### config.mk
export PLATFORM = sky130hd
export DESIGN_NAME = het_session
export DESIGN_NICKNAME = d
export VERILOG_FILES = /design/src/design/het_pkg.sv /design/src/design/het_session.sv
export SDC_FILE = /design/constraint.sdc
export NUM_CORES = 1
export LEC_CHECK = 0
export ABC_AREA = 1
export BUFFER_PORTS_ARGS = -buffer_cell sky130_fd_sc_hd__buf_2
export CORE_ASPECT_RATIO = 0.8
export CORE_MARGIN = 2
export CORE_UTILIZATION = 45
export DETAILED_ROUTE_END_ITERATION = 12
export PLACE_DENSITY = 0.68
export SLEW_MARGIN = 25
export SYNTH_ARGS = -nofsm -noshare
export SYNTH_HDL_FRONTEND = slang
export SYNTH_SLANG_ARGS = --single-unit
### constraint.sdc
create_clock -name sys_clk -period 4.7 [get_ports sys_clk]
set_clock_uncertainty 0.15 [all_clocks]
set_input_delay 0.235 -clock sys_clk [delete_from_list [all_inputs] [get_ports sys_clk]]
set_output_delay 0.235 -clock sys_clk [all_outputs]
set_load 0.05 [all_outputs]
### src/design/het_pkg.sv
// constants for the hopping-encoder transmit session controller
// assumes a single 125 MHz sys_clk that stands in for the on-chip oscillator
package het_pkg;

  // ----------------------------------------------------------------
  // timebase
  // ----------------------------------------------------------------
  localparam int unsigned CLK_KHZ = 125000;

  // figures in their own units
  localparam int unsigned DEBOUNCE_DELAY_MS       = 10;   // plain default
  localparam int unsigned POWER_UP_TO_TX_DELAY_MS = 30;   // plain default
  localparam int unsigned TIMEOUT_BASE_MS         = 800;  // 0.8 s
  localparam int unsigned SEED_DELAY_BASE_MS      = 800;  // 0.8 s
  localparam int unsigned LAMP_BASE_MS            = 50;
  localparam int unsigned ELEMENT_BASE_US         = 100;
  localparam int unsigned GAP_BASE_US             = 6400; // 6.4 ms

  // cycle counts derived from the figures
  localparam logic [31:0] DEBOUNCE_DELAY_CYC = 32'(DEBOUNCE_DELAY_MS * CLK_KHZ);
  localparam logic [31:0] POWER_UP_CYC       = 32'(POWER_UP_TO_TX_DELAY_MS * CLK_KHZ);
  localparam logic [31:0] TIMEOUT_BASE_CYC   = 32'(TIMEOUT_BASE_MS * CLK_KHZ);
  localparam logic [31:0] SEED_BASE_CYC      = 32'(SEED_DELAY_BASE_MS * CLK_KHZ);
  localparam logic [31:0] LAMP_BASE_CYC      = 32'(LAMP_BASE_MS * CLK_KHZ);
  localparam logic [31:0] ELEMENT_BASE_CYC   = 32'(ELEMENT_BASE_US * CLK_KHZ / 1000);
  localparam logic [31:0] GAP_BASE_CYC       = 32'(GAP_BASE_US * CLK_KHZ / 1000);

  // ----------------------------------------------------------------
  // option byte layouts
  // ----------------------------------------------------------------
  // format byte
  localparam int unsigned FMT_LSB   = 2;
  localparam int unsigned HDR_BIT   = 4;
  localparam int unsigned XSER_BIT  = 5;
  localparam int unsigned QUEN_BIT  = 6;
  localparam int unsigned STEN_BIT  = 7;
  // seed and timing byte
  localparam int unsigned SDLM_BIT  = 0;
  localparam int unsigned SDMD_BIT  = 1;
  localparam int unsigned SDTM_LSB  = 2;
  localparam int unsigned BSEL_LSB  = 4;
  localparam int unsigned GSEL_LSB  = 6;
  // lamp byte
  localparam int unsigned BLINK_BIT = 6;
  localparam int unsigned LAMP_BIT  = 7;
  // device byte
  localparam int unsigned MTX_LSB   = 0;
  localparam int unsigned TIMEOUT_CHOICE_LSB  = 4;

  // header lengths in basic elements
  localparam logic [3:0] HDR_SHORT = 4'h4;
  localparam logic [3:0] HDR_LONG  = 4'hA;
  localparam logic [3:0] WORDS_MAX = 4'hF;

  // session states
  typedef enum logic [1:0] {ST_SLEEP, ST_DEBOUNCE, ST_POWERUP, ST_TX} het_state_t;

endpackage

### src/design/het_session.sv
// session controller of a button-driven code-hopping remote encoder
// assumes buttons and options are synchronous to sys_clk and that the
// word serializer answers each word_start with one word_done pulse
//
// How it works
// - sleep until button, start regulator, debounce
// - latch options with code to pick format
// - words begin after power-up delay, repeat while held
// - two-bit field picks 0.8/3.2/12.8/25.6 s
// - time-out ends transmission and sleeps
// - new press aborts word, restarts time-out
// - after release finish minimum words 1/2/4/8
// - time-out beats unfinished minimum words
// - corrupted counter write: repair, do not increment
// - secret stored options never leave the block
// - wide options MSB first, right-justified
// - select low uses first encoder set
// - header length 4 or 10 elements
// - fixed part 28 or 32 serial bits
// - queue info and start/stop pulse enables
// - lamp low-battery blink and on-time
// - limited-seed and seed-mode bits
// - seed delay none/0.8/1.6/3.2 s
// - basic element 100/200/400/800 us
// - guard time 2 elements/6.4/51.2/102.4 ms
// - select high uses second encoder set
// - encrypted part computed once per press
module het_session #(
  parameter logic [31:0] DEBOUNCE_CYC = het_pkg::DEBOUNCE_DELAY_CYC,
  parameter logic [31:0] POWERUP_CYC  = het_pkg::POWER_UP_CYC,
  parameter logic [31:0] TIMEOUT_CYC  = het_pkg::TIMEOUT_BASE_CYC,
  parameter logic [31:0] SEED_CYC     = het_pkg::SEED_BASE_CYC,
  parameter logic [31:0] LAMP_CYC     = het_pkg::LAMP_BASE_CYC,
  parameter logic [31:0] ELEMENT_CYC  = het_pkg::ELEMENT_BASE_CYC,
  parameter logic [31:0] GAP_CYC      = het_pkg::GAP_BASE_CYC
) (
  input  wire logic        sys_clk,            // system clock
  input  wire logic        rst,                // sync reset, high
  input  wire logic [5:0]  btn,                // button inputs
  input  wire logic        enc_sel,            // encoder set select
  input  wire logic [7:0]  fmt_opt1,           // format byte, set 1
  input  wire logic [7:0]  fmt_opt2,           // format byte, set 2
  input  wire logic [7:0]  seed_opt1,          // seed/timing byte, set 1
  input  wire logic [7:0]  seed_opt2,          // seed/timing byte, set 2
  input  wire logic [7:0]  lamp_opt1,          // lamp byte, set 1
  input  wire logic [7:0]  lamp_opt2,          // lamp byte, set 2
  input  wire logic [7:0]  dev_opt,            // device byte
  input  wire logic [31:0] serial1,            // serial bytes, set 1
  input  wire logic [31:0] serial2,            // serial bytes, set 2
  input  wire logic        counter_bad,        // last counter write bad
  input  wire logic        word_done,          // serializer word end
  output logic             regulator_on,       // step-up regulator run
  output logic             radio_enable_out,   // rf stage enable
  output logic             asleep,             // low-power state
  output logic             word_start,         // begin a code word
  output logic             word_abort,         // drop word in progress
  output logic             hop_load,           // compute encrypted part
  output logic             count_incr,         // advance counter
  output logic             count_repair,       // restore and repair
  output logic [5:0]       btn_code,           // latched buttons
  output logic [31:0]      fixed_part,         // fixed portion
  output logic [1:0]       line_format_field,  // modulation
  output logic [3:0]       header_len,         // header elements
  output logic             queue_info_enable,  // queue bits on
  output logic             edge_pulse_enable,  // start/stop pulses on
  output logic             lowbatt_blink_bit,  // blink on low battery
  output logic [31:0]      lamp_on_cyc,        // lamp on-time
  output logic             limited_seed_bit,   // limited seed
  output logic             seed_behaviour_bit, // production seed mode
  output logic [31:0]      seed_delay_cyc,     // delay before seed words
  output logic [31:0]      element_cyc,        // basic element length
  output logic [31:0]      gap_cyc,            // guard time
  output logic [31:0]      timeout_cyc,        // session time-out
  output logic [3:0]       min_word_count      // minimum words
);

  // ----------------------------------------------------------------
  // state
  // ----------------------------------------------------------------
  typedef struct packed {
    het_pkg::het_state_t st;
    logic [31:0] cnt;
    logic [31:0] tmo;
    logic [3:0]  words;
    logic        busy;
    logic        reg_on;
    logic        rf_en;
    logic        asleep;
    logic        wstart;
    logic        wabort;
    logic        hload;
    logic        incr;
    logic        repair;
    logic [5:0]  code;
    logic [5:0]  btn_q;
    logic [31:0] fixed;
    logic [1:0]  fmt;
    logic [3:0]  hdr;
    logic        quen;
    logic        sten;
    logic        blink;
    logic [31:0] lamp;
    logic        sdlm;
    logic        sdmd;
    logic [31:0] sdly;
    logic [31:0] elem;
    logic [31:0] gap;
    logic [31:0] tlim;
    logic [3:0]  minw;
  } het_q_t;

  het_q_t q_ff;
  het_q_t nxt_q;
  logic   do_press;
  logic   go_sleep;
  logic   tmo_hit;
  logic   new_press;
  logic   wake_edge;

  // ----------------------------------------------------------------
  // helpers
  // ----------------------------------------------------------------
  // encoder set choice: low picks set 1, high picks set 2
  function automatic logic [7:0] pick(input logic sel, input logic [7:0] a,
                                      input logic [7:0] b);
    pick = sel ? b : a;
  endfunction

  // four-bit function code, buttons or-ed together
  function automatic logic [3:0] func_code(input logic [5:0] b);
    func_code = 4'h0;
    if (b[0]) func_code = func_code | 4'h2;
    if (b[1]) func_code = func_code | 4'h4;
    if (b[2]) func_code = func_code | 4'h8;
    if (b[3]) func_code = func_code | 4'h1;
    if (b[4]) func_code = func_code | 4'hE;
    if (b[5]) func_code = func_code | 4'hD;
  endfunction

  // time-out multiplier as a shift: x1, x4, x16, x32
  function automatic logic [2:0] tmo_shift(input logic [1:0] f);
    case (f)
      2'h0:    tmo_shift = 3'h0;
      2'h1:    tmo_shift = 3'h2;
      2'h2:    tmo_shift = 3'h4;
      default: tmo_shift = 3'h5;
    endcase
  endfunction

  // ----------------------------------------------------------------
  // next state
  // ----------------------------------------------------------------
  assign tmo_hit   = (q_ff.tmo >= q_ff.tlim - 32'h0000_0001);
  assign new_press = |(btn & ~q_ff.code);
  // wake only on a rising button, so a stuck button stays asleep after a time-out
  assign wake_edge = |(btn & ~q_ff.btn_q);

  // session sequencing
  always_comb
  begin
    logic [7:0]  fo;
    logic [7:0]  so;
    logic [7:0]  lo;
    logic [31:0] sr;
    logic [1:0]  sd;
    fo = pick(enc_sel, fmt_opt1, fmt_opt2);
    so = pick(enc_sel, seed_opt1, seed_opt2);
    lo = pick(enc_sel, lamp_opt1, lamp_opt2);
    sr = enc_sel ? serial2 : serial1;
    sd = so[het_pkg::SDTM_LSB +: 2];
    nxt_q = q_ff;
    nxt_q.btn_q = btn;
    nxt_q.wstart = 1'h0;
    nxt_q.wabort = 1'h0;
    nxt_q.hload = 1'h0;
    nxt_q.incr = 1'h0;
    nxt_q.repair = 1'h0;
    do_press = 1'h0;
    go_sleep = 1'h0;
    case (q_ff.st)
      het_pkg::ST_SLEEP:
      begin
        if (wake_edge)
        begin
          nxt_q.st = het_pkg::ST_DEBOUNCE;
          nxt_q.cnt = 32'h0000_0000;
          nxt_q.reg_on = 1'h1;
          nxt_q.asleep = 1'h0;
        end
      end
      het_pkg::ST_DEBOUNCE:
      begin
        nxt_q.cnt = q_ff.cnt + 32'h0000_0001;
        if (q_ff.cnt >= DEBOUNCE_CYC - 32'h0000_0001)
        begin
          if (|btn)
          begin
            do_press = 1'h1;
            nxt_q.st = het_pkg::ST_POWERUP;
          end
          else
          begin
            go_sleep = 1'h1;
          end
        end
      end
      het_pkg::ST_POWERUP:
      begin
        nxt_q.cnt = q_ff.cnt + 32'h0000_0001;
        if (q_ff.cnt >= POWERUP_CYC - 32'h0000_0001)
        begin
          nxt_q.st = het_pkg::ST_TX;
          nxt_q.rf_en = 1'h1;
          nxt_q.tmo = 32'h0000_0000;
          nxt_q.words = 4'h0;
          nxt_q.busy = 1'h0;
        end
      end
      default:
      begin
        nxt_q.tmo = q_ff.tmo + 32'h0000_0001;
        if (tmo_hit)
        begin
          nxt_q.wabort = q_ff.busy;
          go_sleep = 1'h1;
        end
        else if (new_press)
        begin
          nxt_q.wabort = q_ff.busy;
          nxt_q.busy = 1'h0;
          nxt_q.tmo = 32'h0000_0000;
          nxt_q.words = 4'h0;
          do_press = 1'h1;
        end
        else if (q_ff.busy && word_done)
        begin
          nxt_q.busy = 1'h0;
          if (q_ff.words != het_pkg::WORDS_MAX)
            nxt_q.words = q_ff.words + 4'h1;
          if (btn == 6'h00 && q_ff.words >= q_ff.minw - 4'h1)
            go_sleep = 1'h1;
        end
        else if (!q_ff.busy)
        begin
          nxt_q.wstart = 1'h1;
          nxt_q.busy = 1'h1;
        end
      end
    endcase
    // latch buttons, compute encrypted part once, decode options
    if (do_press)
    begin
      nxt_q.code = btn;
      nxt_q.hload = 1'h1;
      nxt_q.incr = !counter_bad;
      nxt_q.repair = counter_bad;
      nxt_q.fmt = fo[het_pkg::FMT_LSB +: 2];
      nxt_q.hdr = fo[het_pkg::HDR_BIT] ? het_pkg::HDR_LONG : het_pkg::HDR_SHORT;
      // serial bytes arrive msb first; 28-bit form keeps low bits
      nxt_q.fixed = fo[het_pkg::XSER_BIT] ? sr : {sr[27:0], func_code(btn)};
      nxt_q.quen = fo[het_pkg::QUEN_BIT];
      nxt_q.sten = fo[het_pkg::STEN_BIT];
      nxt_q.blink = lo[het_pkg::BLINK_BIT];
      nxt_q.lamp = LAMP_CYC << lo[het_pkg::LAMP_BIT];
      nxt_q.sdlm = so[het_pkg::SDLM_BIT];
      nxt_q.sdmd = so[het_pkg::SDMD_BIT];
      nxt_q.sdly = (sd == 2'h0) ? 32'h0000_0000 : SEED_CYC << (sd - 2'h1);
      nxt_q.elem = ELEMENT_CYC << so[het_pkg::BSEL_LSB +: 2];
      case (so[het_pkg::GSEL_LSB +: 2])
        2'h0:    nxt_q.gap = nxt_q.elem << 1;
        2'h1:    nxt_q.gap = GAP_CYC;
        2'h2:    nxt_q.gap = GAP_CYC << 3;
        default: nxt_q.gap = GAP_CYC << 4;
      endcase
      nxt_q.tlim = TIMEOUT_CYC << tmo_shift(dev_opt[het_pkg::TIMEOUT_CHOICE_LSB +: 2]);
      nxt_q.minw = 4'h1 << dev_opt[het_pkg::MTX_LSB +: 2];
    end
    if (go_sleep)
    begin
      nxt_q.st = het_pkg::ST_SLEEP;
      nxt_q.rf_en = 1'h0;
      nxt_q.reg_on = 1'h0;
      nxt_q.asleep = 1'h1;
      nxt_q.busy = 1'h0;
    end
  end

  // state register
  always_ff @(posedge sys_clk)
  begin
    if (rst)
    begin
      q_ff <= '0;
      q_ff.asleep <= 1'h1;
    end
    else
    begin
      q_ff <= nxt_q;
    end
  end

  // ----------------------------------------------------------------
  // outputs
  // ----------------------------------------------------------------
  // keys and seeds have no path here; only decoded fields leave
  assign regulator_on       = q_ff.reg_on;
  assign radio_enable_out   = q_ff.rf_en;
  assign asleep             = q_ff.asleep;
  assign word_start         = q_ff.wstart;
  assign word_abort         = q_ff.wabort;
  assign hop_load           = q_ff.hload;
  assign count_incr         = q_ff.incr;
  assign count_repair       = q_ff.repair;
  assign btn_code           = q_ff.code;
  assign fixed_part         = q_ff.fixed;
  assign line_format_field  = q_ff.fmt;
  assign header_len         = q_ff.hdr;
  assign queue_info_enable  = q_ff.quen;
  assign edge_pulse_enable  = q_ff.sten;
  assign lowbatt_blink_bit  = q_ff.blink;
  assign lamp_on_cyc        = q_ff.lamp;
  assign limited_seed_bit   = q_ff.sdlm;
  assign seed_behaviour_bit = q_ff.sdmd;
  assign seed_delay_cyc     = q_ff.sdly;
  assign element_cyc        = q_ff.elem;
  assign gap_cyc            = q_ff.gap;
  assign timeout_cyc        = q_ff.tlim;
  assign min_word_count     = q_ff.minw;
endmodule

==> metrics.cfg <==
[placed_design]
dpl_cell_area_sq_um = 13220
place_hpwl_mm = 27.83
gp_congestion = 0.9239
portBuffers = 266

[grt]
grt_remaining_overflow = 0
grt_pass1_vias = 11510
grt_start_max_net_pins = 91
grt_use_total = 0.2382
antenna_found_initial = 5
grt_pass1_wl_mm = 58.75

[clocking]
post_cts_buffers = 0
path_clk_slew_ns = 0.08
clock-sinks = 193
clock_latency_ns = 0.45
tritoncts = yes
cts_buffers = 17
h-tree-depth = 4
ctsResizeCount = 0
hold_buffers = 23
cts_root_buf = clkbuf_16
clk_path_buf_depth = 2

[pwr]
ir_drop_mv = 0.2857
clock_power_share = 0.222
p_sw_frac = 0.4944
pwr-share-seq = 0.305
p_int_mw = 3.352
power_density_nw_per_um2 = 471.8
comb_power_share = 0.473
power.switching_mw = 3.278
total_leakage_power_nw = 7.100

[sta]
max_freq_mhz = 239.7
worst_pin_slew_ns = 0.9628
drv_slew = 0
finalCritPeriodShare = 0.8877
holdWs_ns = 0.02353
finalSetupViolations = 0
setup_tns_ns = 0
rsz0062_at_grt = false
relSlewSlack = 0.3514
finalHoldViolations = 0
period_needed_ns = 4.172

[synth]
ys_types = 49
syn_area_sq_um = 12950
netlist.area_leader.share = 0.2983
ys.flop_type = dfxtp_1
syn_area_per_cell_sq_um = 6.518
synthTopCellsByArea = dfxtp_1 30%, buf_4 12%, nand2_1 11%
synth_edf_count = 0
syn_inst = 1987
yosysWarnings = 0
yosys-top-cells-count = 387 x nand2_1, 383 x nor2_1, 209 x buf_4, 197 x inv_1, 193 x dfxtp_1
yosys.area.top_type = dfxtp_1
ys_ff_latch = 193
seq_area_frac_synth = 0.2983
post-synth-top-count-cell = nand2_1
synthArstFlopShare = 0

[worst_setup_path]
cp_slowest_stage_delay_ns = 0.42
crit_family = simple AND/OR/NAND/NOR gates
end_kind = flip-flop
crit_slowest_cell = dfxtp_1
cp_common_cell = nand2_1
path_class = flip-flop to flip-flop
crit_buf_inv = 6
worst-path-stages = 25
critPathRequiredTime_ns = 4.93
path_max_fanout = 7
arrival_ns = 4.40
start_kind = flip-flop
rr_worst_depth = 25

[floorplanning]
die_area_sq_um = 30160
dieWidth_um = 193.7
io_pins = 352
fp.dieH_um = 155.7
coreArea_sq_um = 28280
initial_utilization = 0.4579
num_rows = 55

[finish]
layout-drive-gt1-share = 0.1643
final_area_sq_um = 14050
finish.utilization = 0.4968
fin_nets = 2289
area_growth_pct = 8.492

[route]
ant_nets = 0
vias_per_cell = 4.983
drcViolationCount = 0
wire_per_inst_um = 14.79
initialDrtViolationCount = 872
vias = 12393
wirelength_mm = 36.77
first_pass_iters = 5

[min_path]
hold_class = primary input to flip-flop
hold_path_depth = 5

[status]
status = complete, no violations

[flow_run]
maxCapViolCount = 0

[worst register-to-register path, stage by stage (launching register included)]
cell,delay [ns]
dfxtp_1,0.42
inv_2,0.11
ha_1,0.18
nor3b_2,0.29
nand3_1,0.21
nor2_1,0.13
nand4_1,0.13
or2_0,0.25
inv_1,0.08
nand2_1,0.05
nand2_1,0.07
inv_1,0.04
ha_1,0.26
nand2_1,0.07
inv_1,0.05
nand2_1,0.05
nor2_1,0.06
nand2_1,0.06
nand3_1,0.07
nor2_1,0.28
nand2_1,0.22
inv_1,0.15
nand2_1,0.08
a21oi_1,0.41
inv_1,0.16
nor2_1,0.11
[cells in the final DEF (no fill, tap or decap), drive strengths merged, types with 2 or more instances in the layout]
master and instances:
dlygate4sd3 23, buf 283, a22oi 2, o22ai 6, a21o 3, nand4 36
dfxtp 193, and3 2, o21a 2, nor2 386, o31ai 4, mux2i 4
nor4 2, o21ai 132, a21oi 69, clkinv 10, inv 206, nand3 104
ha 59, nor3b 3, clkbuf 18, nor3 43, a31oi 23, xnor2 5
o21bai 9, nand3b 4, diode 5, conb 65, xor2 10, nand2 395
or2 8
[final cells by class]
class                      instances  area [sq um]
fill                            2866         14230
inverter                         202         762.0
multi-input combinational       1379          6631
tap                              370         462.9
clock buffer                      18         429.2
sequential                       193          3864
timing repair buffer             306          1727
clock inverter                    14         162.7
antenna                            5         12.51
[registers in the layout, summed over array words and instances, names as in the netlist, 3 cells and up]
name            flops
q_ff               77
fixed_part         32
gap_cyc            18
timeout_cyc        18
element_cyc         9
seed_delay_cyc      9
btn_code            6
min_word_count      4
lamp_on_cyc         3
[logic make-up after synthesis]
family,count (synthesis),share of synthesized area
other cells,1,0.0002895
compound gates,253,0.1060
xor+xnor,15,0.01014
buf+inv,479,0.2082
simple gates,983,0.3170
flops,193,0.2983
mux,4,0.003092
fa+ha+maj,59,0.05700
[worst paths after layout]
kind	start	end	slack [ns]
setup reg to reg	timeout_cyc[14]	regulator_on	0.53
hold reg to reg	seed_delay_cyc[29]	seed_delay_cyc[29]	0.30
hold / removal	seed_opt2[0]	limited_seed_bit	0.02
setup / recovery	timeout_cyc[14]	regulator_on	0.53
[per-stage QoR]
| step | total power [mW] | setup WS [ns] | instances |
|---|---|---|---|
| after detailed placement | 5.155 | 0.5847 | 2427 |
| after global routing | 7.055 | 0.08064 | 2485 |
| after global placement | 5.102 | 0.6894 | 2427 |
| after floorplan | 4.754 | 1.289 | 2051 |
| after CTS | 6.651 | 0.5654 | 2482 |
| final | 6.630 | 0.5280 | 2487 |
[per-layer routing]
layer  up-vias  track usage  routed length (um)
li1       6293            -                   -
met1      5636       0.3146               16910
met3        42      0.05512                2851
met5         -            0                  23
met2       418       0.3923               16390
met4         4      0.06216                 594
[power by group through the flow]
| stage | Combinational, mW | Clock [mW] | Sequential (mW) |
|---|---|---|---|
| after CTS | 3.13 | 1.50 | 2.02 |
| after global routing | 3.44 | 1.56 | 2.05 |
| final | 3.14 | 1.47 | 2.02 |
| after detailed placement | 3.10 | 0 | 2.05 |
| after floorplan | 2.69 | 0 | 2.06 |
| after global placement | 3.06 | 0 | 2.05 |
Power figures use the tool's default switching activity.
